### config.mk
export PLATFORM = sky130hd
export DESIGN_NAME = tsdms_thermal_measure
export DESIGN_NICKNAME = d
export VERILOG_FILES = /design/src/rtl/tsdms_pkg.sv /design/src/rtl/tsdms_thermal_measure.sv
export VERILOG_INCLUDE_DIRS = /design/src /design/src/rtl
export SDC_FILE = /design/constraint.sdc
export NUM_CORES = 1
export LEC_CHECK = 0
export ABC_CLOCK_PERIOD_IN_PS = 2100
export BUFFER_PORTS_ARGS = -buffer_cell sky130_fd_sc_hd__buf_2
export CAP_MARGIN = 20
export CORE_MARGIN = 2
export CORE_UTILIZATION = 53
export CTS_CLUSTER_SIZE = 14
export DETAILED_ROUTE_END_ITERATION = 8
export PLACE_DENSITY_LB_ADDON = 0.15
export SLEW_MARGIN = 15
export SYNTH_ARGS = -nofsm -noshare
export SYNTH_HDL_FRONTEND = slang
export SYNTH_SLANG_ARGS = --single-unit
### constraint.sdc
create_clock -name clock -period 2.1 [get_ports clock]
set_input_delay 0.525 -clock clock [delete_from_list [all_inputs] [get_ports clock]]
set_output_delay 0.525 -clock clock [all_outputs]
set_load 0.05 [all_outputs]
### src/rtl/tsdms_map.svh
`ifndef TSDMS_MAP_SVH
`define TSDMS_MAP_SVH
// ==========================================================
// serial frame layout
`define TSDMS_FRAME_BITS 5'd24
`define TSDMS_HDR_BITS 5'd8
`define TSDMS_RD_BIT 7
// ==========================================================
// register addresses (7-bit)
`define TSDMS_ADDR_SUPPLY1 7'h01
`define TSDMS_ADDR_CONFIG 7'h02
`define TSDMS_ADDR_DIAG 7'h07
`define TSDMS_ADDR_ALARM 7'h44
// ==========================================================
// supply control 1 fields
`define TSDMS_RUN_BIT 13
// ==========================================================
// config fields and reset
`define TSDMS_CFG_THR_LO 0
`define TSDMS_CFG_THR_HI 1
`define TSDMS_CFG_LATCH_BIT 2
`define TSDMS_CFG_RANGE_LO 3
`define TSDMS_CFG_RANGE_HI 5
`define TSDMS_CFG_PDN_BIT 6
`define TSDMS_CFG_SCALE_BIT 7
`define TSDMS_CFG_IGAIN_BIT 8
`define TSDMS_CFG_TRI_BIT 9
`define TSDMS_CFG_RESET 16'h0007
// ==========================================================
// diagnostic fields and reset
`define TSDMS_DIAG_ROUTE_LO 12
`define TSDMS_DIAG_ROUTE_HI 15
`define TSDMS_DIAG_DIODE_LO 0
`define TSDMS_DIAG_DIODE_HI 4
`define TSDMS_DIAG_RESET 16'h0000
// ==========================================================
// alarm status fields
`define TSDMS_ALM_FLAG_BIT 0
`define TSDMS_ALM_LIVE_BIT 1
// ==========================================================
// trip thresholds in degrees celsius
`define TSDMS_THR_100 8'd100
`define TSDMS_THR_110 8'd110
`define TSDMS_THR_120 8'd120
`define TSDMS_THR_130 8'd130
// range codes that select the high current stages
`define TSDMS_RANGE_STAGE_A 3'd5
`define TSDMS_RANGE_STAGE_B 3'd6
`endif

### src/rtl/tsdms_pkg.sv
package tsdms_pkg;
  // active power stage watched by the shutdown comparator
  typedef enum logic [1:0] {
    TSDMS_STAGE_A,
    TSDMS_STAGE_B
  } tsdms_stage_type;
  // serial frame phase
  typedef enum logic [1:0] {
    TSDMS_IDLE,
    TSDMS_HEADER,
    TSDMS_PAYLOAD
  } tsdms_phase_type;
endpackage

### src/rtl/tsdms_thermal_measure.sv
`timescale 1ns/1ns
`include "tsdms_map.svh"
module tsdms_thermal_measure
  import tsdms_pkg::*;
(
  input wire logic clock, // 125 MHz system clock
  input wire logic rst_n, // synchronous reset, active low
  input wire logic sclk, // serial clock pin
  input wire logic sync_n, // serial frame select pin, active low
  input wire logic sdi, // serial data in pin
  output logic sdo, // serial data out
  output logic sdo_oe, // serial data out drive enable
  input wire logic [7:0] stage_a_trip_segment_temp, // stage a sensor, deg C
  input wire logic [7:0] stage_b_trip_segment_temp, // stage b sensor, deg C
  output logic force_stage_run, // force amplifier stage enabled
  output logic overtemp_alarm_pin, // alarm pin output level (always 0)
  output logic overtemp_alarm_oe, // alarm pin pulled low when high
  output logic [4:0] spare_output_pin_diode, // diode on spare pin, 0 none
  output logic [3:0] measure_route, // measure output source select
  output logic measure_output_oe, // measure output driver enabled
  output logic output_scale_select, // 0 gain 1, 1 gain 0.2
  output logic current_gain_select, // 0 gain 20, 1 gain 10
  output logic power_down // device in power-down
);

  // ==========================================================
  // pin synchronisers
  logic [2:0] sclk_s_r, sync_s_r, sdi_s_r;
  logic sclk_f_r, sync_f_r, sdi_f_r, sclk_d_r;

  // three stages; a change counts once stages two and three agree
  always_ff @(posedge clock) begin
    if (!rst_n) begin
      sclk_s_r <= 3'h0;
      sync_s_r <= 3'h7;
      sdi_s_r <= 3'h0;
    end else begin
      sclk_s_r <= {sclk_s_r[1:0], sclk};
      sync_s_r <= {sync_s_r[1:0], sync_n};
      sdi_s_r <= {sdi_s_r[1:0], sdi};
    end
  end

  // filtered levels hold their value while the stages disagree
  always_ff @(posedge clock) begin
    if (!rst_n) begin
      sclk_f_r <= 1'b0;
      sync_f_r <= 1'b1;
      sdi_f_r <= 1'b0;
      sclk_d_r <= 1'b0;
    end else begin
      if (sclk_s_r[1] == sclk_s_r[2]) sclk_f_r <= sclk_s_r[2];
      if (sync_s_r[1] == sync_s_r[2]) sync_f_r <= sync_s_r[2];
      if (sdi_s_r[1] == sdi_s_r[2]) sdi_f_r <= sdi_s_r[2];
      sclk_d_r <= sclk_f_r;
    end
  end

  logic sclk_rise, sclk_fall, in_frame;
  assign in_frame = !sync_f_r;
  assign sclk_rise = in_frame && sclk_f_r && !sclk_d_r;
  assign sclk_fall = in_frame && !sclk_f_r && sclk_d_r;

  // ==========================================================
  // serial frame engine
  tsdms_phase_type phase_r;
  logic [4:0] bit_cnt_r;
  logic [23:0] shift_r;
  logic [23:0] shift_nxt;
  logic [15:0] rd_shift_r;
  logic hdr_done, frame_done, is_read;
  logic [6:0] hdr_addr;

  assign shift_nxt = {shift_r[22:0], sdi_f_r};
  assign hdr_done = sclk_rise && (bit_cnt_r == `TSDMS_HDR_BITS - 5'd1);
  assign frame_done = sclk_rise && (bit_cnt_r == `TSDMS_FRAME_BITS - 5'd1);
  assign is_read = shift_nxt[`TSDMS_RD_BIT];
  assign hdr_addr = shift_nxt[6:0];

  // phase and bit count; a frame cut short by sync_n is dropped
  always_ff @(posedge clock) begin
    if (!rst_n || !in_frame) begin
      phase_r <= TSDMS_IDLE;
      bit_cnt_r <= 5'd0;
      shift_r <= 24'h000000;
    end else begin
      case (phase_r)
        TSDMS_IDLE: begin
          phase_r <= TSDMS_HEADER;
        end
        TSDMS_HEADER: begin
          if (hdr_done) phase_r <= TSDMS_PAYLOAD;
        end
        TSDMS_PAYLOAD: begin
          if (frame_done) phase_r <= TSDMS_IDLE;
        end
        default: phase_r <= TSDMS_IDLE;
      endcase
      if (sclk_rise) begin
        shift_r <= shift_nxt;
        bit_cnt_r <= frame_done ? 5'd0 : bit_cnt_r + 5'd1;
      end
    end
  end

  // ==========================================================
  // register file
  logic [15:0] config_r, diag_r;
  logic run_r, alarm_flag_r, overtemp_r;
  logic wr_en, rd_alarm;
  logic [6:0] wr_addr;

  assign wr_addr = shift_nxt[22:16];
  assign wr_en = frame_done && !shift_nxt[23];
  assign rd_alarm = hdr_done && is_read && (hdr_addr == `TSDMS_ADDR_ALARM);

  // configuration and diagnostic select registers
  always_ff @(posedge clock) begin
    if (!rst_n) begin
      config_r <= `TSDMS_CFG_RESET;
      diag_r <= `TSDMS_DIAG_RESET;
    end else if (wr_en) begin
      if (wr_addr == `TSDMS_ADDR_CONFIG) begin
        config_r <= shift_nxt[15:0];
      end else if (wr_addr == `TSDMS_ADDR_DIAG) begin
        diag_r <= shift_nxt[15:0];
      end
    end
  end

  // run bit: a trip beats a software write in the same cycle, for safety
  always_ff @(posedge clock) begin
    if (!rst_n) begin
      run_r <= 1'b0;
    end else if (overtemp_r) begin
      run_r <= 1'b0;
    end else if (wr_en && wr_addr == `TSDMS_ADDR_SUPPLY1) begin
      run_r <= shift_nxt[`TSDMS_RUN_BIT];
    end
  end

  // readback word for the header just received
  function automatic logic [15:0] read_word(input logic [6:0] a);
    logic [15:0] w;
    w = 16'h0000;
    if (a == `TSDMS_ADDR_SUPPLY1) begin
      w[`TSDMS_RUN_BIT] = run_r;
    end else if (a == `TSDMS_ADDR_CONFIG) begin
      w = config_r;
    end else if (a == `TSDMS_ADDR_DIAG) begin
      w = diag_r;
    end else if (a == `TSDMS_ADDR_ALARM) begin
      w[`TSDMS_ALM_FLAG_BIT] = alarm_flag_r;
      w[`TSDMS_ALM_LIVE_BIT] = overtemp_r;
    end
    return w;
  endfunction

  // read data loads at header end, shifts out msb first on falling sclk
  always_ff @(posedge clock) begin
    if (!rst_n) begin
      rd_shift_r <= 16'h0000;
      sdo <= 1'b0;
    end else if (hdr_done) begin
      rd_shift_r <= is_read ? read_word(hdr_addr) : 16'h0000;
    end else if (sclk_fall && phase_r == TSDMS_PAYLOAD) begin
      sdo <= rd_shift_r[15];
      rd_shift_r <= {rd_shift_r[14:0], 1'b0};
    end
  end
  assign sdo_oe = in_frame;

  // ==========================================================
  // thermal shutdown comparator
  tsdms_stage_type stage;
  logic [7:0] thr, temp_sel;
  logic [2:0] range_code;
  logic latched_mode, trip;

  assign range_code = config_r[`TSDMS_CFG_RANGE_HI:`TSDMS_CFG_RANGE_LO];
  assign latched_mode = config_r[`TSDMS_CFG_LATCH_BIT];
  assign power_down = config_r[`TSDMS_CFG_PDN_BIT];

  // stage b only in its own range; everything else watches stage a
  assign stage = (range_code == `TSDMS_RANGE_STAGE_B) ?
                 TSDMS_STAGE_B : TSDMS_STAGE_A;
  assign temp_sel = (stage == TSDMS_STAGE_B) ?
                    stage_b_trip_segment_temp :
                    stage_a_trip_segment_temp;

  // threshold decode from the two select bits
  always_comb begin
    case (config_r[`TSDMS_CFG_THR_HI:`TSDMS_CFG_THR_LO])
      2'd0: thr = `TSDMS_THR_100;
      2'd1: thr = `TSDMS_THR_110;
      2'd2: thr = `TSDMS_THR_120;
      default: thr = `TSDMS_THR_130;
    endcase
  end

  // sensors are off in power-down, so the comparator cannot fire
  assign trip = !power_down && (temp_sel > thr);

  // registered comparator; latched flag set wins over the clearing read
  always_ff @(posedge clock) begin
    if (!rst_n) begin
      overtemp_r <= 1'b0;
      alarm_flag_r <= 1'b0;
    end else begin
      overtemp_r <= trip;
      if (overtemp_r) alarm_flag_r <= 1'b1;
      else if (rd_alarm) alarm_flag_r <= 1'b0;
    end
  end

  // ==========================================================
  // outputs
  assign force_stage_run = run_r && !overtemp_r;
  assign overtemp_alarm_pin = 1'b0;
  // open drain: pulled low in either alarm mode; latched mode also shows a
  // live trip at once, so the pin does not wait a cycle for the flag
  assign overtemp_alarm_oe = latched_mode ? (alarm_flag_r || overtemp_r)
                                          : overtemp_r;
  assign spare_output_pin_diode =
    diag_r[`TSDMS_DIAG_DIODE_HI:`TSDMS_DIAG_DIODE_LO];
  assign measure_route =
    diag_r[`TSDMS_DIAG_ROUTE_HI:`TSDMS_DIAG_ROUTE_LO];
  assign measure_output_oe = !config_r[`TSDMS_CFG_TRI_BIT];
  assign output_scale_select = config_r[`TSDMS_CFG_SCALE_BIT];
  assign current_gain_select = config_r[`TSDMS_CFG_IGAIN_BIT];

endmodule // tsdms_thermal_measure

; ---- After elaboration in Yosys (flattened, before gate mapping)
; Cells that the tools add are included.
[totals]
inputBits = 21
regBits = 95
word_cells = 94
out_inout_bits = 18
[classes]
bitwise = 3
n_reduce_logical = 32
add_sub_neg = 1
magnitude_cmp = 1
mux = 20
n_eq_ne = 20
[op_table]
columns = cell, count
row1 = 16-bit 2-to-1 mux, 4
row2 = 8-bit one-hot mux with 3 select lines, 1
row3 = 7-bit by 1-bit equality test with 1-bit output (second input constant), 2
row4 = 7-bit by 2-bit equality test with 1-bit output (second input constant), 2
row5 = 7-bit by 3-bit equality test with 1-bit output (second input constant), 2
row6 = 14-bit 2-to-1 mux, 1
row7 = 1-bit logical AND, 13
row8 = 13-bit 2-to-1 mux, 1
row9 = 2-bit 2-to-1 mux, 5
row10 = 8-bit greater-than comparator, 1
row11 = 1-bit logical NOT, 8
row12 = 8-bit 2-to-1 mux, 1
row13 = 7-bit equality test (second input constant), 1
row14 = 2-bit one-hot mux with 3 select lines, 1
row15 = 2-bit AND reduction, 3
row16 = 5-bit by 1-bit adder with 5-bit output (second input constant), 1
row17 = 5-bit by 3-bit equality test with 1-bit output (second input constant), 1
row18 = 5-bit equality test (second input constant), 1
row19 = 1-bit 2-to-1 mux, 5
row20 = 5-bit 2-to-1 mux, 1
row21 = 2-bit by 1-bit equality test with 1-bit output (second input constant), 2
row22 = 2-bit equality test (second input constant), 2
row23 = 2-bit logical NOT, 2
row24 = 2-bit inequality test (second input constant), 2
row25 = 8 further kinds, 14

; ---- Depth between registers and ports, before layout
[depth]
depth_word = 8
depth_mapped = 8
depth_no_buf = 8

; ---- Worst setup path before layout
; No wires, ideal clock.
[synth_timing]
kind = register -> register
startpoint = register config_r[3]
endpoint = register overtemp_r
stages_incl_launch_ff = 8
path_slack_ps = 168
setup_time_ps = 115
t_required_ps = 1985
t_arrival_ps = 1817
n_path_buf = 0
period_less_slack_ps = 1932
path_cell_list = dfxtp_1 > nand3b_1 > mux2_2 > ha_1 > a21o_1 > a21o_1 > a21oi_1 > a2111oi_0
[synth_between]
elab_chain_len = 6
[synth_lines]
columns = item, line_no
row1 = start: declaration, tsdms_thermal_measure.sv:108  ; logic [15:0] config_r, diag_r;
row2 = start signal: assignment, tsdms_thermal_measure.sv:120  ; config_r <= `TSDMS_CFG_RESET;
row3 = start signal: assignment, tsdms_thermal_measure.sv:124  ; config_r <= shift_nxt[15:0];
row4 = 3-bit equality test (no source line), --
row5 = 1-bit 2-to-1 mux, tsdms_thermal_measure.sv:185  ; assign stage = (range_code == `TSDMS_RANGE_STAGE_B) ?
row6 = 1-bit equality test, tsdms_thermal_measure.sv:187  ; assign temp_sel = (stage == TSDMS_STAGE_B) ?
row7 = 8-bit 2-to-1 mux, tsdms_thermal_measure.sv:187
row8 = 8-bit greater-than comparator, tsdms_thermal_measure.sv:202  ; assign trip = !power_down && (temp_sel > thr);
row9 = 1-bit logical AND, tsdms_thermal_measure.sv:202
row10 = end signal: assignment, tsdms_thermal_measure.sv:210  ; overtemp_r <= trip;
row11 = end: declaration, tsdms_thermal_measure.sv:109  ; logic run_r, alarm_flag_r, overtemp_r;
; No other way between the ends.
; A chain may end at the register's enable or synchronous reset.

; ---- Final worst setup path
; Ends and elaborated chain as after synthesis.

==> metrics.md <==
| Metric | Value |
|---|---|
| Status | complete, no violations |
| Commonest non-fill, non-tap cell in the layout | dfxtp_1 |
| Crit path DAT | 2320 ps |
| Path type of the worst min-delay path | input port to flip-flop |
| Share of post-route cells with drive strength above 1 | 23.6% |
| Register bit total from synthesis | 95 |
| F_max | 488 MHz |
| RR Startpoint | config_r[3] |
| Nets@finish | 528 |
| Main synth FF type | dfxtp_1 |
| Vias | 3470 |
| Post-route ant nets | 0 |
| Pwr/cell area | 681 nW/um^2 |
| Max-Cap Viols | 0 |
| Critical path launch point | config_r[3] |
| Critical-path cell list | nand3b_1, buf_6, mux2_4, ha_4, nor2b_4, o21a_1, o21bai_4, a2111oi_4 |
| Worst path max stage delay | 330 ps |
| Syn avg cell area | 9.33 um^2 |
| Final Setup Violations | 0 |
| CTS tree | built |
| Clock skew | 13.6 ps |
| N_diodes | 0 |
| Cell Rows | 32 |
| Starting density of the core | 55.4% |
| Share of the synthesized area in the top cell type | 43.9% |
| Core area | 7810 um^2 |
| Worst path slowest cell | dfxtp_2 |
| DR pass1 iterations | 4 |
| R2R Setup Slk | 50 ps |
| Post-CTS Hold Fix Bufs | 0 |
| CP Capture Type | flip-flop |
| Hold Crit Endpoint | sync_s_r[0] |
| Synth area leaders | dfxtp_1, mux2i_1, nand2_1, o221a_2, ha_1 |
| Clk buf depth | 2 |
| Placer congestion estimate | 0.837 |
| P_leak | 2.02 nW |
| Die W | 94.4 um |
| # DRC | 0 |
| Post-synth EDFFs | 0 |
| Root Buffer | clkbuf_8 |
| CTS H-tree depth | 3 |
| Area delta synth->final | 14.7% |
| Cell variety after synth | 50 |
| DRT Wirelength | 9.62 mm |
| Hold Startpoint | sync_n |
| Sequential area share after synthesis | 43.9% |
| Synth Instances | 464 |
| Final Util | 63.6% |
| Pin count of the biggest net entering global routing | 76 |
| Worst Setup Start Kind | flip-flop |
| Via/cell ratio | 5.77 |
| Io pins | 39 |
| WHS | 352 ps |
| R2r worst-path depth | 8 |
| Number of global-route vias before repair | 3430 |
| Full die area | 8900 um^2 |
| Clk slew on worst S/H paths | 90 ps |
| Measured slew at the worst slew-check pin | 692 ps |
| CP Max Fanout | 5 |
| Rel. slew slack | 53.8% |
| Global Route Usage Sum | 23.0% |
| R2R Path End | overtemp_r |
| Starting DRT DRC Count | 238 |
| RSZ-0062 raised after global routing | true |
| FILL cells | 667 |
| # port buffers | 37 |
| DPL Wire Length | 6.52 mm |
| Num CTS Buffers | 9 |
| Final worst path period share | 97.5% |
| Setup_tns | 0 ps |
| WHS Path Cells | 2 |
| Leading area contributor after synthesis | dfxtp_1 |
| Endpoints failing hold | 0 |
| Clock Sinks | 95 |
| Synth Warn # | 0 |
| Worst skew pair latency | 370 ps |
| Final global-route overflow total | 0 |
| First-pass GRT wire length | 16.1 mm |
| Cell area after synthesis | 4330 um^2 |
| Slew Limit Fails | 0 |
| CP required | 2370 ps |
| Most frequent cells in the layout | dfxtp_1, nand2_1, buf_2, mux2i_1, nor2_1 |
| Min Tclk post-route | 2050 ps |
| Critical path type | flip-flop to flip-flop |
| Routed WL per cell | 16.0 um |
| Initial antenna violation count | 0 |
| Async SR Flop Fraction | 0% |
| Syn nets | 497 |
| Maximum vdd ir drop | 0.490 mV |
| Die height | 94.4 um |
[state kept, by name, summed over array words and instances, names as in the netlist, 2 cells and up]
register / flops
bit_cnt_r: 5
config_r: 16
diag_r: 16
phase_r: 2
rd_shift_r: 16
sclk_s_r: 3
sdi_s_r: 3
shift_r: 23
sync_s_r: 3
[metrics by stage]
step           std cells  total power [mW]  setup WS [ps]  area (um^2)
2_1_floorplan        464              1.92            168         4330
3_3_place_gp         582              1.95            121         4600
3_5_place_dp         582              1.95          -11.2         4600
4_1_cts              597              3.39           1.76         4840
5_1_grt              601              3.51          -31.2         4960
6_report             601              3.38           51.9         4960
[routing by layer]
layer / share of wire (%) / vias up / track usage, %
li1: - / 1711 / -
met1: 47 / 1681 / 29.8
met2: 48 / 66 / 37.7
met3: 4.4 / 12 / 4.87
met4: 1.3 / 0 / 8.45
met5: 0 / - / 0
[worst max-delay path, delay by kind of cell (launching register included)]
family / cells / cell delay (ps)
compound gates: 3 / 560
flops: 1 / 330
simple gates: 2 / 310
mux: 1 / 300
fa+ha+maj: 1 / 270
buf+inv: 1 / 160
[cell usage after synthesis, types with 7 or more instances]
master / n
and2_1: 10
mux2i_1: 31
o221a_2: 20
nand3_1: 8
a21oi_1: 21
o21a_1: 16
o21ai_0: 7
mux2_2: 7
clkbuf_1: 27
nand4_1: 9
nor2_1: 23
ha_1: 12
dfxtp_1: 95
nand2_1: 81
a22oi_1: 13
inv_1: 9
buf_4: 11
[final cells by class]
class	instances	area, um^2	area share, %
multi-input cells	318	2270	45.7
clock inverters	6	118	2.37
well taps	102	128	2.57
clock buffers	9	124	2.49
inverters	10	37.5	0.756
flip-flops and latches	95	1900	38.3
repair buffers	61	385	7.76
[where the power goes]
group          switching (mW)  total [mW]  leakage, nW  internal (mW)
Clock                   0.656        1.45        0.118          0.797
Combinational          0.0632       0.113         1.14         0.0503
Sequential            0.00611        1.82        0.768           1.81
Total                   0.725        3.38         2.02           2.66
[how the worst max path moves through the flow]
stage	slack, ps	endpoint	cells past startpoint
global route	-30	overtemp_r	8
detailed placement	-10	overtemp_r	7
floorplan	170	overtemp_r	7
finish	50	overtemp_r	8
CTS	2	overtemp_r	7
global placement	120	overtemp_r	7
[cell families (layout without fill, tap and decap cells)]
group,Yosys count,count (layout),share of synthesized area [%]
buffers and inverters,51,86,5.61
xor gates and xnor gates,3,3,0.607
adders and majority gates,12,12,3.47
DFF,95,95,43.9
muxes,38,38,8.99
AOI/OAI and AO/OA,99,99,18.0
and+or+nand+nor,165,165,19.3
other,1,1,0.0866
[timing repair]
| item | 4_1_cts | 5_1_grt |
|---|---|---|
| pin swaps | 0 | 4 |
| setup endpoints to repair | 1 | 1 |
| gates resized for setup | 1 | 14 |
| buffers inserted | 0 | 4 |
Note: power is estimated with default switching activity, not from simulation.
